$ cat src/include/mmc_ctrl_pkg.sv
package mmc_ctrl_pkg;

  // register offsets within the relocatable register block
  localparam logic [10:0] OFS_EEPROM_POSITION = 11'h012;
  localparam logic [10:0] OFS_MISC_CONTROL    = 11'h013;
  localparam logic [10:0] OFS_TEST_A          = 11'h014;
  localparam logic [10:0] OFS_TEST_B          = 11'h017;
  localparam logic [10:0] OFS_SIZE_VIEW_A     = 11'h01C;

  // eeprom_position fields
  localparam int EE_BASE_MSB  = 7;
  localparam int EE_BASE_LSB  = 3;
  localparam int EE_ENABLE    = 0;
  localparam logic [7:0] EE_POSITION_RESET = 8'h01;

  // misc_system_control fields
  localparam int MISC_STRETCH_MSB = 3;
  localparam int MISC_STRETCH_LSB = 2;
  localparam int MISC_HIGH_HALF   = 1;
  localparam int MISC_ROM_ENABLE  = 0;
  localparam logic [1:0] STRETCH_RESET   = 2'h3;
  localparam logic       HIGH_HALF_RESET = 1'b0;

  // ram_position reset value, not used for the reset base of the ram array
  localparam logic [7:0] RAM_POSITION_RESET = 8'h09;

  // ram size code giving a full 16K region
  localparam logic [2:0] RAM_CODE_MAX = 3'h7;

  // ram reset base for each ram size code, high-aligned within its region
  localparam logic [15:0] RAM_BASE_CODE0 = 16'h0800;
  localparam logic [15:0] RAM_BASE_CODE1 = 16'h0000;
  localparam logic [15:0] RAM_BASE_CODE2 = 16'h0800;
  localparam logic [15:0] RAM_BASE_CODE3 = 16'h0000;
  localparam logic [15:0] RAM_BASE_CODE4 = 16'h1800;
  localparam logic [15:0] RAM_BASE_CODE5 = 16'h1000;
  localparam logic [15:0] RAM_BASE_CODE6 = 16'h0800;
  localparam logic [15:0] RAM_BASE_CODE7 = 16'h0000;

  // operating modes as seen by this block
  typedef enum logic [2:0] {
    MODE_NORMAL_EXP  = 3'h0,
    MODE_EMULATION   = 3'h1,
    MODE_PERIPHERAL  = 3'h2,
    MODE_SINGLE_CHIP = 3'h3,
    MODE_SPECIAL_SC  = 3'h4,
    MODE_SPECIAL_TST = 3'h5,
    MODE_SPECIAL_EXP = 3'h6
  } op_mode_t;

endpackage : mmc_ctrl_pkg

$ cat src/memory_map_control_regs.sv
// Added by the designer: the strobed register port.
`timescale 1ns/100ps
`default_nettype none

module memory_map_control_regs #(
  parameter bit         EE_BASE_WRITE_ONCE = 1'b0,
  parameter logic [7:0] TEST_A_VALUE       = 8'h00,
  parameter logic [7:0] TEST_B_VALUE       = 8'h00
) (
  input  wire logic                      mclk,
  input  wire logic                      srst,
  input  wire mmc_ctrl_pkg::op_mode_t    opMode,
  input  wire logic                      romResetEnable,
  input  wire logic                      registerSpaceSwitch,
  input  wire logic [1:0]                eepromSizeSwitch,
  input  wire logic [2:0]                ramSizeSwitch,
  input  wire logic [15:0]               registerBlockBase,
  input  wire logic [15:0]               regAddr,
  input  wire logic [7:0]                regWdata,
  input  wire logic                      regWrite,
  input  wire logic                      regRead,
  output logic [7:0]                     regRdata,
  input  wire logic [15:0]               cpuAddr,
  output logic                           eepromSelect,
  output logic                           romSelect,
  output logic [1:0]                     stretchCycles,
  output logic [15:0]                    ramResetBase
);

  logic [4:0]  eepromBaseBits;
  logic        eepromMapEnable;
  logic [1:0]  stretchSel;
  logic        romHighHalfOnly;
  logic        romMapEnable;
  logic        lockStretch;
  logic        lockHighHalf;
  logic        lockRomEnable;
  logic        lockEeBase;
  logic        romStrapTaken;
  logic        specialMode;
  logic        stretchMode;
  logic [15:0] eeSize;
  logic [15:0] relAddr;
  logic        hitEe;
  logic        hitMisc;
  logic [7:0]  next_regRdata;
  logic [4:0]  readSel;
  logic        eeBaseWritable;
  logic        stretchWritable;
  logic        highHalfWritable;
  logic        romWritable;
  logic        eeHitNow;
  logic        romHitNow;
  logic [1:0]  stretchNow;
  logic [15:0] ramBaseNow;

  function automatic logic isHit(input logic [15:0] rel, input logic [10:0] ofs);
    isHit = (rel == {5'h00, ofs});
  endfunction : isHit

  // write-once locks are lifted only in the three special modes
  function automatic logic modeIsSpecial(input mmc_ctrl_pkg::op_mode_t mode);
    unique case (mode)
      mmc_ctrl_pkg::MODE_NORMAL_EXP:  modeIsSpecial = 1'b0;
      mmc_ctrl_pkg::MODE_EMULATION:   modeIsSpecial = 1'b0;
      mmc_ctrl_pkg::MODE_PERIPHERAL:  modeIsSpecial = 1'b0;
      mmc_ctrl_pkg::MODE_SINGLE_CHIP: modeIsSpecial = 1'b0;
      mmc_ctrl_pkg::MODE_SPECIAL_SC:  modeIsSpecial = 1'b1;
      mmc_ctrl_pkg::MODE_SPECIAL_TST: modeIsSpecial = 1'b1;
      mmc_ctrl_pkg::MODE_SPECIAL_EXP: modeIsSpecial = 1'b1;
      // the spare code keeps the locks, the safer of the two readings
      default:                        modeIsSpecial = 1'b0;
    endcase
  endfunction : modeIsSpecial

  // only modes with an external bus stretch; the others ignore the field
  function automatic logic modeHasExternalBus(input mmc_ctrl_pkg::op_mode_t mode);
    unique case (mode)
      mmc_ctrl_pkg::MODE_NORMAL_EXP:  modeHasExternalBus = 1'b1;
      mmc_ctrl_pkg::MODE_EMULATION:   modeHasExternalBus = 1'b1;
      mmc_ctrl_pkg::MODE_PERIPHERAL:  modeHasExternalBus = 1'b0;
      mmc_ctrl_pkg::MODE_SINGLE_CHIP: modeHasExternalBus = 1'b0;
      mmc_ctrl_pkg::MODE_SPECIAL_SC:  modeHasExternalBus = 1'b0;
      mmc_ctrl_pkg::MODE_SPECIAL_TST: modeHasExternalBus = 1'b1;
      mmc_ctrl_pkg::MODE_SPECIAL_EXP: modeHasExternalBus = 1'b1;
      // no stretch on the spare code, so a bad mode never slows the bus
      default:                        modeHasExternalBus = 1'b0;
    endcase
  endfunction : modeHasExternalBus

  // one lock rule shared by every write-once field
  function automatic logic writeAllowed(input logic special, input logic locked);
    writeAllowed = special || !locked;
  endfunction : writeAllowed

  function automatic logic [15:0] eeSizeOf(input logic [1:0] code);
    unique case (code)
      2'h0: eeSizeOf = 16'h0000;
      2'h1: eeSizeOf = 16'h0800;
      2'h2: eeSizeOf = 16'h1000;
      2'h3: eeSizeOf = 16'h2000;
    endcase
  endfunction : eeSizeOf

  // reset base of the ram array, from the size code alone
  function automatic logic [15:0] ramBaseOf(input logic [2:0] code);
    unique case (code)
      3'h0: ramBaseOf = mmc_ctrl_pkg::RAM_BASE_CODE0;
      3'h1: ramBaseOf = mmc_ctrl_pkg::RAM_BASE_CODE1;
      3'h2: ramBaseOf = mmc_ctrl_pkg::RAM_BASE_CODE2;
      3'h3: ramBaseOf = mmc_ctrl_pkg::RAM_BASE_CODE3;
      3'h4: ramBaseOf = mmc_ctrl_pkg::RAM_BASE_CODE4;
      3'h5: ramBaseOf = mmc_ctrl_pkg::RAM_BASE_CODE5;
      3'h6: ramBaseOf = mmc_ctrl_pkg::RAM_BASE_CODE6;
      3'h7: ramBaseOf = mmc_ctrl_pkg::RAM_BASE_CODE7;
    endcase
  endfunction : ramBaseOf

  // the window end is one bit wider so a window at the top of the map does not wrap
  function automatic logic eeInside(input logic [15:0] addr, input logic [4:0] baseBits,
                                    input logic [15:0] size);
    logic [16:0] windowEnd;
    windowEnd = {1'b0, baseBits, 11'h000} + {1'b0, size};
    eeInside  = (size != 16'h0000) && (addr >= {baseBits, 11'h000}) &&
                ({1'b0, addr} < windowEnd);
  endfunction : eeInside

  // upper half always holds rom; the fixed lower pages only while not blocked
  function automatic logic romInside(input logic [15:0] addr, input logic highHalfOnly);
    logic upperHalf;
    logic lowerPages;
    upperHalf  = addr[15];
    lowerPages = (addr[15:14] == 2'h1);
    romInside  = upperHalf || (!highHalfOnly && lowerPages);
  endfunction : romInside

  function automatic logic [7:0] eePositionView(input logic [4:0] baseBits,
                                                input logic       enable);
    eePositionView = {baseBits, 2'h0, enable};
  endfunction : eePositionView

  // bits 7 to 4 do not exist and read as zero
  function automatic logic [7:0] miscView(input logic [1:0] stretch, input logic highHalf,
                                          input logic       rom_map_enable);
    miscView = {4'h0, stretch, highHalf, rom_map_enable};
  endfunction : miscView

  function automatic logic [7:0] sizeView(input logic regSpace, input logic [1:0] eeCode,
                                          input logic [2:0] ramCode);
    sizeView = {regSpace, 1'b0, eeCode, 1'b0, ramCode};
  endfunction : sizeView

  assign specialMode = modeIsSpecial(opMode);
  assign stretchMode = modeHasExternalBus(opMode);

  assign relAddr = regAddr - registerBlockBase;
  assign hitEe   = regWrite && isHit(relAddr, mmc_ctrl_pkg::OFS_EEPROM_POSITION);
  assign hitMisc = regWrite && isHit(relAddr, mmc_ctrl_pkg::OFS_MISC_CONTROL);

  // one-hot read select; an unmapped offset leaves it all zero
  assign readSel[0] = regRead && isHit(relAddr, mmc_ctrl_pkg::OFS_EEPROM_POSITION);
  assign readSel[1] = regRead && isHit(relAddr, mmc_ctrl_pkg::OFS_MISC_CONTROL);
  assign readSel[2] = regRead && isHit(relAddr, mmc_ctrl_pkg::OFS_TEST_A);
  assign readSel[3] = regRead && isHit(relAddr, mmc_ctrl_pkg::OFS_TEST_B);
  assign readSel[4] = regRead && isHit(relAddr, mmc_ctrl_pkg::OFS_SIZE_VIEW_A);

  assign eeSize = eeSizeOf(eepromSizeSwitch);

  // eeprom enable may be rewritten at any time, in any mode
  always_ff @(posedge mclk) begin
    if (srst) begin
      eepromMapEnable <= mmc_ctrl_pkg::EE_POSITION_RESET[0];
    end else if (hitEe) begin
      eepromMapEnable <= regWdata[mmc_ctrl_pkg::EE_ENABLE];
    end
  end

  // base bits honour the lock only when the integration asks for write-once
  assign eeBaseWritable = !EE_BASE_WRITE_ONCE || writeAllowed(specialMode, lockEeBase);

  always_ff @(posedge mclk) begin
    if (srst) begin
      eepromBaseBits <= mmc_ctrl_pkg::EE_POSITION_RESET[7:3];
    end else if (hitEe && eeBaseWritable) begin
      eepromBaseBits <= regWdata[mmc_ctrl_pkg::EE_BASE_MSB:mmc_ctrl_pkg::EE_BASE_LSB];
    end
  end

  // any write locks, even one that the lock itself refused
  always_ff @(posedge mclk) begin
    if (srst) begin
      lockEeBase <= 1'b0;
    end else if (hitEe) begin
      lockEeBase <= 1'b1;
    end
  end

  // misc control; each field carries its own lock
  assign stretchWritable  = writeAllowed(specialMode, lockStretch);
  assign highHalfWritable = writeAllowed(specialMode, lockHighHalf);
  assign romWritable      = writeAllowed(specialMode, lockRomEnable);

  always_ff @(posedge mclk) begin
    if (srst) begin
      stretchSel <= mmc_ctrl_pkg::STRETCH_RESET;
    end else if (hitMisc && stretchWritable) begin
      stretchSel <= regWdata[mmc_ctrl_pkg::MISC_STRETCH_MSB:mmc_ctrl_pkg::MISC_STRETCH_LSB];
    end
  end

  always_ff @(posedge mclk) begin
    if (srst) begin
      romHighHalfOnly <= mmc_ctrl_pkg::HIGH_HALF_RESET;
    end else if (hitMisc && highHalfWritable) begin
      romHighHalfOnly <= regWdata[mmc_ctrl_pkg::MISC_HIGH_HALF];
    end
  end

  // a write to misc locks all three fields, even those it was refused
  always_ff @(posedge mclk) begin
    if (srst) begin
      lockStretch <= 1'b0;
    end else if (hitMisc) begin
      lockStretch <= 1'b1;
    end
  end

  always_ff @(posedge mclk) begin
    if (srst) begin
      lockHighHalf <= 1'b0;
    end else if (hitMisc) begin
      lockHighHalf <= 1'b1;
    end
  end

  always_ff @(posedge mclk) begin
    if (srst) begin
      lockRomEnable <= 1'b0;
    end else if (hitMisc) begin
      lockRomEnable <= 1'b1;
    end
  end

  // the strap is taken in the first cycle after reset release, never under reset
  always_ff @(posedge mclk) begin
    if (srst) begin
      romStrapTaken <= 1'b0;
    end else begin
      romStrapTaken <= 1'b1;
    end
  end

  // a misc write in that first cycle loses to the strap
  always_ff @(posedge mclk) begin
    if (srst) begin
      romMapEnable <= 1'b0;
    end else if (!romStrapTaken) begin
      romMapEnable <= romResetEnable;
    end else if (hitMisc && romWritable) begin
      romMapEnable <= regWdata[mmc_ctrl_pkg::MISC_ROM_ENABLE];
    end
  end

  // next decode values; the outputs register them, so a write shows two edges on
  assign eeHitNow   = eepromMapEnable && eeInside(cpuAddr, eepromBaseBits, eeSize);
  assign romHitNow  = romMapEnable && romInside(cpuAddr, romHighHalfOnly);
  assign stretchNow = stretchMode ? stretchSel : 2'h0;
  assign ramBaseNow = ramBaseOf(ramSizeSwitch);

  // state written at one edge drives the decode from the next edge on
  always_ff @(posedge mclk) begin
    if (srst) begin
      eepromSelect <= 1'b0;
    end else begin
      eepromSelect <= eeHitNow;
    end
  end

  always_ff @(posedge mclk) begin
    if (srst) begin
      romSelect <= 1'b0;
    end else begin
      romSelect <= romHitNow;
    end
  end

  always_ff @(posedge mclk) begin
    if (srst) begin
      stretchCycles <= 2'h0;
    end else begin
      stretchCycles <= stretchNow;
    end
  end

  always_ff @(posedge mclk) begin
    if (srst) begin
      ramResetBase <= 16'h0000;
    end else begin
      ramResetBase <= ramBaseNow;
    end
  end

  // offsets are exact, so at most one select bit is ever high
  always_comb begin
    next_regRdata = 8'h00;
    unique case (1'b1)
      readSel[0]: next_regRdata = eePositionView(eepromBaseBits, eepromMapEnable);
      readSel[1]: next_regRdata = miscView(stretchSel, romHighHalfOnly, romMapEnable);
      readSel[2]: next_regRdata = TEST_A_VALUE;
      readSel[3]: next_regRdata = TEST_B_VALUE;
      readSel[4]: next_regRdata = sizeView(registerSpaceSwitch, eepromSizeSwitch, ramSizeSwitch);
      default:    next_regRdata = 8'h00;
    endcase
  end

  // unmapped reads return zero; data valid only the cycle after the strobe
  always_ff @(posedge mclk) begin
    if (srst) begin
      regRdata <= 8'h00;
    end else begin
      regRdata <= next_regRdata;
    end
  end

endmodule : memory_map_control_regs

`default_nettype wire
$ cat config.mk
export PLATFORM = sky130hd
export DESIGN_NAME = memory_map_control_regs
export DESIGN_NICKNAME = d
export VERILOG_FILES = /design/src/include/mmc_ctrl_pkg.sv /design/src/memory_map_control_regs.sv
export SDC_FILE = /design/constraint.sdc
export NUM_CORES = 1
export LEC_CHECK = 0
export BUFFER_PORTS_ARGS = -buffer_cell sky130_fd_sc_hd__buf_2
export CAP_MARGIN = 20
export CORE_MARGIN = 2
export CORE_UTILIZATION = 50
export DETAILED_ROUTE_END_ITERATION = 10
export GPL_ROUTABILITY_DRIVEN = 0
export PLACE_DENSITY_LB_ADDON = 0.25
export SETUP_SLACK_MARGIN = 0.1
export SLEW_MARGIN = 20
export SYNTH_ARGS = -nofsm -noshare
export SYNTH_HDL_FRONTEND = slang
export SYNTH_SLANG_ARGS = --single-unit
export TNS_END_PERCENT = 100
$ cat constraint.sdc
create_clock -name mclk -period 4.3 [get_ports mclk]
set_input_delay 0.43 -clock mclk [delete_from_list [all_inputs] [get_ports mclk]]
set_output_delay 0.43 -clock mclk [all_outputs]
set_load 0.03 [all_outputs]
==> results_dict.tcl, run 1 <==
set metrics [dict create \
    nets 518 \
    wl_per_cell_um 12.9 \
    syn_avg_cell_area_um2 7.89 \
    async_reset_ff_frac 0 \
    hold_viol_final 0 \
    worst_path_largest_cell_delay_ns 0.56 \
    crit_start "registerBlockBase[0]" \
    ctsHoldBuffers 0 \
    viasPerCell 5.46 \
    grt.overflow.total 0 \
    hold_start "ramSizeSwitch[0]" \
    path_clk_slew_ns 0.09 \
    drive_gt1_frac 0.247 \
    grtUsageTotal 0.205 \
    p_sw_frac 0.343 \
    cts_tree "yes" \
    syn_to_final_growth_pct 16.3 \
    die_h_um 77.7 \
    cts_htree_levels 1 \
    post_cts_buffers 0 \
    power_frac_seq 0.330 \
    dr_total_vias 2660 \
    dpl_cell_area_mm2 0.00309 \
    p_per_area_mw_per_mm2 236 \
    p_int_uw 489 \
    netlist_area_mm2 0.00272 \
    synthFlopType "dfxtp_1" \
    maxSlewHeadroom 0.454 \
    fin_skew_ns 0.00316 \
    ff_latch_area_um2 520 \
    max_cap_viol_count 0 \
    crit_type "input pin to flop" \
    worst_path_max_delay_cell "or4_1" \
    cts_sinks 26 \
    grt_start_max_net_pins 17 \
    cp_common_cell "a21oi_1" \
    worstPathArrival_ns 3.44 \
    mostFrequentLayoutCells "buf_2, inv_1, ha_1" \
    drv_slew 0 \
    multi_input_area_mm2 0.00194 \
    cts_buffers 3 \
    n_antenna_cell 0 \
    synth_area_leaders "dfxtp_1, ha_1, buf_4" \
    cp.required_ns 4.50 \
    synth-seq-cells 26 \
    fillerInstances 498 \
    crit_family "simple AND/OR/NAND/NOR gates" \
    grt_pass1_wl_um 10400 \
    finalCritPeriodShare 0.754 \
    drtIter0Drc 159 \
    setup_tns_ns 0 \
    synth.yosys.seq_area_share 0.192 \
    holdWs_ns 0.318 \
    synth_edf_count 0 \
    min_path_type "input pin to flop" \
    r2r_start "eepromBaseBits[0]" \
    p_leak_nw 1.43 \
    synth_cell_types 66 \
    portBuffers 83 \
    ant_nets 0 \
    initial_utilization 0.525 \
    syn_inst 344 \
    antenna_found_initial 0 \
    dp_hpwl_um 5100 \
    end_kind "flop" \
    total_power_uw 745 \
    die_x_um 77.7 \
    cts_root_buffer "clkbuf_8" \
    ctsResizeCount 0 \
    rsz0062_at_grt "false" \
    fmax_mhz 309 \
    routed_wirelength_um 6290 \
    fp.dieArea_mm2 0.00604 \
    worstSetupStartpointType "input pin" \
    p_clk_frac 0.277 \
    peakVddDrop_mv 0.154 \
    yosysTopAreaCell "dfxtp_1" \
    finalInstanceArea_mm2 0.00316 \
    pwr-share-comb 0.393 \
    worstPathBufferInverterCount 1 \
    grt_pass1_vias 2431 \
    status "finished clean" \
    dp_slack_ns 0.790 \
    crit_chain "buf_2 > ha_1 > fa_1 > nand2b_1 > a21oi_1 > o31ai_1 > mux2_1 > or4_1 > nor4_4 > a21oi_1 > nor3b_1" \
    ys.warnings.count 0 \
    rows 26 \
    layout_min_cycle_time_ns 3.24 \
    tightest_slew_ns 0.812 \
    timing.final.ws_setup_ns 1.06 \
    cp_max_fo 7 \
    setup_viol 0 \
    p_switching_uw 256 \
    clk-insertion-delay-late_ns 0.28 \
    final_common_cell "buf_2" \
    drcViolationCount 0 \
    synth_top_area_frac 0.192 \
    io_pins 98 \
    ctsLongestPathBuffers 2 \
    core-area_mm2 0.00517 \
    drtPass1Iterations 4 \
]
-- worst register-to-register path, stage by stage, from the launching register on --
cell,delay (ns)
dfxtp_1,0.43
ha_1,0.20
inv_1,0.05
fa_1,0.43
ha_1,0.28
a21o_1,0.15
a21o_1,0.17
a21oi_1,0.14
nor2b_1,0.06
o32ai_1,0.12
o2111ai_1,0.15
nor2_1,0.11
-- power groups by stage --
stage / logic, mW / registers [mW] / clock network [mW]
finish: 0.293 / 0.246 / 0.206
global route: 0.326 / 0.247 / 0.213
CTS: 0.291 / 0.246 / 0.203
detailed placement: 0.290 / 0.252 / 0
global placement: 0.286 / 0.252 / 0
floorplan: 0.225 / 0.258 / 0
-- path summary, 6_finish.rpt --
check,cells after the start,slack [ns],end
hold reg to reg,2,0.49,lockRomEnable
hold / removal,2,0.32,ramResetBase[11]
setup / recovery,11,1.06,romMapEnable
setup reg to reg,11,1.95,eepromSelect
-- routing by layer --
metal / up-vias / routed length, um / part of all wire / GRT usage
met3: 5 / 335 / 0.053 / 0.0279
met2: 75 / 3130 / 0.50 / 0.372
met5: - / 0 / 0 / 0
li1: 1366 / - / - / -
met4: 0 / 38 / 0.0060 / 0.0411
met1: 1214 / 2790 / 0.44 / 0.257
-- cells in the mapped netlist, types with 6 or more instances --
cell and count:
buf_4 15, a21oi_1 22, nand4_1 7, dfxtp_1 26
o31ai_1 8, nand2_1 14, nor3_1 8, xnor2_1 7
inv_1 30, o21ai_0 15, a21o_1 7, nand3_1 12
nor2b_1 9, nand2b_1 10, ha_1 28, nor2_1 23
o21a_1 6
-- stage by stage --
step,std cells,util
finish,487,0.610
detailed placement,483,0.597
global route,487,0.610
global placement,483,0.597
CTS,487,0.610
floorplan,357,-
-- sequential cells by signal (all words and copies together) (netlist names) --
name             cells
stretchSel           2
eepromBaseBits       5
stretchCycles        2
romMapEnable         1
ramResetBase         2
lockRomEnable        1
eepromMapEnable      1
romStrapTaken        1
regRdata             8
romHighHalfOnly      1
eepromSelect         1
romSelect            1
-- logic make-up (layout without fill, tap and decap cells) --
family	Yosys count	after routing	share of synthesized area
AOI/OAI and AO/OA	94	94	0.242
DFF	26	26	0.192
buffers and inverters	59	119	0.112
other	1	14	0.00138
xor gates and xnor gates	10	10	0.0350
adders and majority gates	30	30	0.144
muxes	6	6	0.0230
and+or+nand+nor	118	118	0.250
-- area by class of cell --
type,count,share of cell area
Inverter,31,0.0369
Sequential cell,26,0.165
Clock inverter,1,0.00951
Clock buffer,3,0.0131
Timing Repair Buffer,84,0.134
Multi-Input combinational cell,272,0.614
Tap cell,70,0.0277
Note: power is estimated with default switching activity, not from simulation.
==> run 2: changes to the inputs <==
--- a/config.mk
+++ b/config.mk
@@ -8,7 +8,7 @@
 export BUFFER_PORTS_ARGS = -buffer_cell sky130_fd_sc_hd__buf_2
 export CAP_MARGIN = 20
 export CORE_MARGIN = 2
-export CORE_UTILIZATION = 50
+export CORE_UTILIZATION = 46
 export DETAILED_ROUTE_END_ITERATION = 10
 export GPL_ROUTABILITY_DRIVEN = 0
 export PLACE_DENSITY_LB_ADDON = 0.25
==> constraint.sdc (replaced) <==
create_clock -name mclk -period 2.8 [get_ports mclk]
set_input_delay 0.28 -clock mclk [delete_from_list [all_inputs] [get_ports mclk]]
set_output_delay 0.28 -clock mclk [all_outputs]
set_load 0.03 [all_outputs]
==> results_dict.tcl, run 2 (synthesis gave the netlist of run 1 again) <==
set metrics [dict create \
    setup_tns_ns 0 \
    ant_nets 0 \
    fin_skew_ns 0.00304 \
    fp.dieArea_mm2 0.00653 \
    cts_htree_levels 1 \
    grt_start_max_net_pins 16 \
    min_path_type "input pin to flop" \
    drive_gt1_frac 0.432 \
    max_cap_viol_count 0 \
    cts_tree "yes" \
    r2r_slack_ns 0.46 \
    grtUsageTotal 0.218 \
    cp.required_ns 2.95 \
    mostFrequentLayoutCells "buf_2, buf_4, dfxtp_1" \
    p_leak_nw 1.76 \
    regMostFlops "regRdata" \
    crit_start "registerBlockBase[7]" \
    rows 27 \
    largest_registers "regRdata: 8 flops, eepromBaseBits: 5 flops" \
    p_per_area_mw_per_mm2 337 \
    layout_min_cycle_time_ns 2.66 \
    met3WireLength_um 299 \
    io_pins 98 \
    die_h_um 80.8 \
    initial_utilization 0.484 \
    met1_length_um 2950 \
    clk-insertion-delay-late_ns 0.27 \
    crit_type "input pin to flop" \
    ctsLongestPathBuffers 2 \
    grt_pass1_vias 2870 \
    nets 576 \
    dp_hpwl_um 5960 \
    ctsHoldBuffers 0 \
    dp_slack_ns -0.274 \
    path_clk_slew_ns 0.09 \
    grt.overflow.total 0 \
    die_x_um 80.8 \
    peakVddDrop_mv 0.280 \
    r2r_start "eepromBaseBits[0]" \
    rsz0062_at_grt "true" \
    status "finished clean" \
    grt_pass1_wl_um 11800 \
    portBuffers 83 \
    antenna_found_initial 0 \
    viasPerCell 5.45 \
    dr_total_vias 2982 \
    worstSetupStartpointType "input pin" \
    maxSlewHeadroom 0.591 \
    cts_sinks 26 \
    n_antenna_cell 0 \
    fillerInstances 486 \
    cts_buffers 3 \
    ff_latch_area_um2 520 \
    multi_input_area_mm2 0.00222 \
    cp_max_fo 8 \
    largest_reg_flops 8 \
    top_layer "met4" \
    core-area_mm2 0.00561 \
    fmax_mhz 376 \
    setup_viol 0 \
    final_common_cell "buf_2" \
    drtIter0Drc 150 \
    hold_start "ramSizeSwitch[0]" \
    end_kind "flop" \
    instances_no_fill 547 \
    worstPathArrival_ns 2.81 \
    hold_viol_final 0 \
    tightest_slew_ns 0.608 \
    cts_root_buffer "clkbuf_8" \
    routed_wirelength_um 7400 \
    place_inst 540 \
    syn_to_final_growth_pct 44.7 \
    drv_slew 0 \
    timing.final.ws_setup_ns 0.140 \
    wl_met2_um 4030 \
    drcViolationCount 0 \
    drtPass1Iterations 4 \
    wl_per_cell_um 13.5 \
    finalCritPeriodShare 0.950 \
]
==> run 2: changes by cell type in the layout (fill, tap and decap cells not counted), moves of 4 or more <==
cell   delta
buf_2     -4
buf_4    +59
ha_1      -7
ha_4      +7
inv_1     -6
inv_2     +4
==> run 2: path summary, 6_finish.rpt <==
| kind | to | depth (start not counted) |
|---|---|---|
| max | eepromMapEnable | 11 |
| min | ramResetBase[11] | 2 |
| max reg2reg | eepromSelect | 11 |
| min reg2reg | lockRomEnable | 2 |
==> run 2: what timing repair did <==
item | 4_1_cts | 5_1_grt
pin swaps | 1 | 2
endpoints found under the setup margin | 10 | 18
hold endpoints to repair | 0 | 0
setup buffers | 1 | 2
resized for setup | 5 | 26
==> run 2: routing by layer <==
layer / vias up / GRT usage
li1: 1485 / -
met1: 1405 / 0.240
met2: 78 / 0.427
met3: 14 / 0.0167
met4: 0 / 0.0864
met5: - / 0
==> run 2: layout make-up <==
cell class / count / share of cell area
clock inverters: 1 / 0.00765
inverters: 31 / 0.0360
multi-input cells: 272 / 0.566
repair buffers: 142 / 0.224
well taps: 72 / 0.0229
clock buffers: 3 / 0.0105
flip-flops and latches: 26 / 0.133
==> run 2: power by group <==
group / leakage (nW) / internal (mW) / switching [mW]
registers: 0.211 / 0.376 / 0.00228
clock network: 0.0357 / 0.191 / 0.114
logic: 1.52 / 0.310 / 0.331
==> run 2: worst max-delay path: stages <==
cell and delay, ns:
buf_4 0.13, inv_12 0.03, ha_4 0.26, o21a_1 0.12, nor2_1 0.05, or4_4 0.54
a2111oi_4 0.22, nand4b_1 0.16, or4_4 0.62, o31ai_2 0.29, nand3_1 0.11
==> run 2: stage by stage <==
stage / power, mW / cell area, um2 / util / hold WS, ns
6_report: 1.32 / 3930 / 0.700 / 0.183
5_1_grt: 1.40 / 3930 / 0.700 / 0.192
4_1_cts: 1.28 / 3780 / 0.674 / 0.180
3_5_place_dp: 0.977 / 3680 / 0.657 / 0.468
3_3_place_gp: 0.962 / 3680 / 0.657 / 0.456
2_1_floorplan: 0.776 / 2960 / - / 0.352
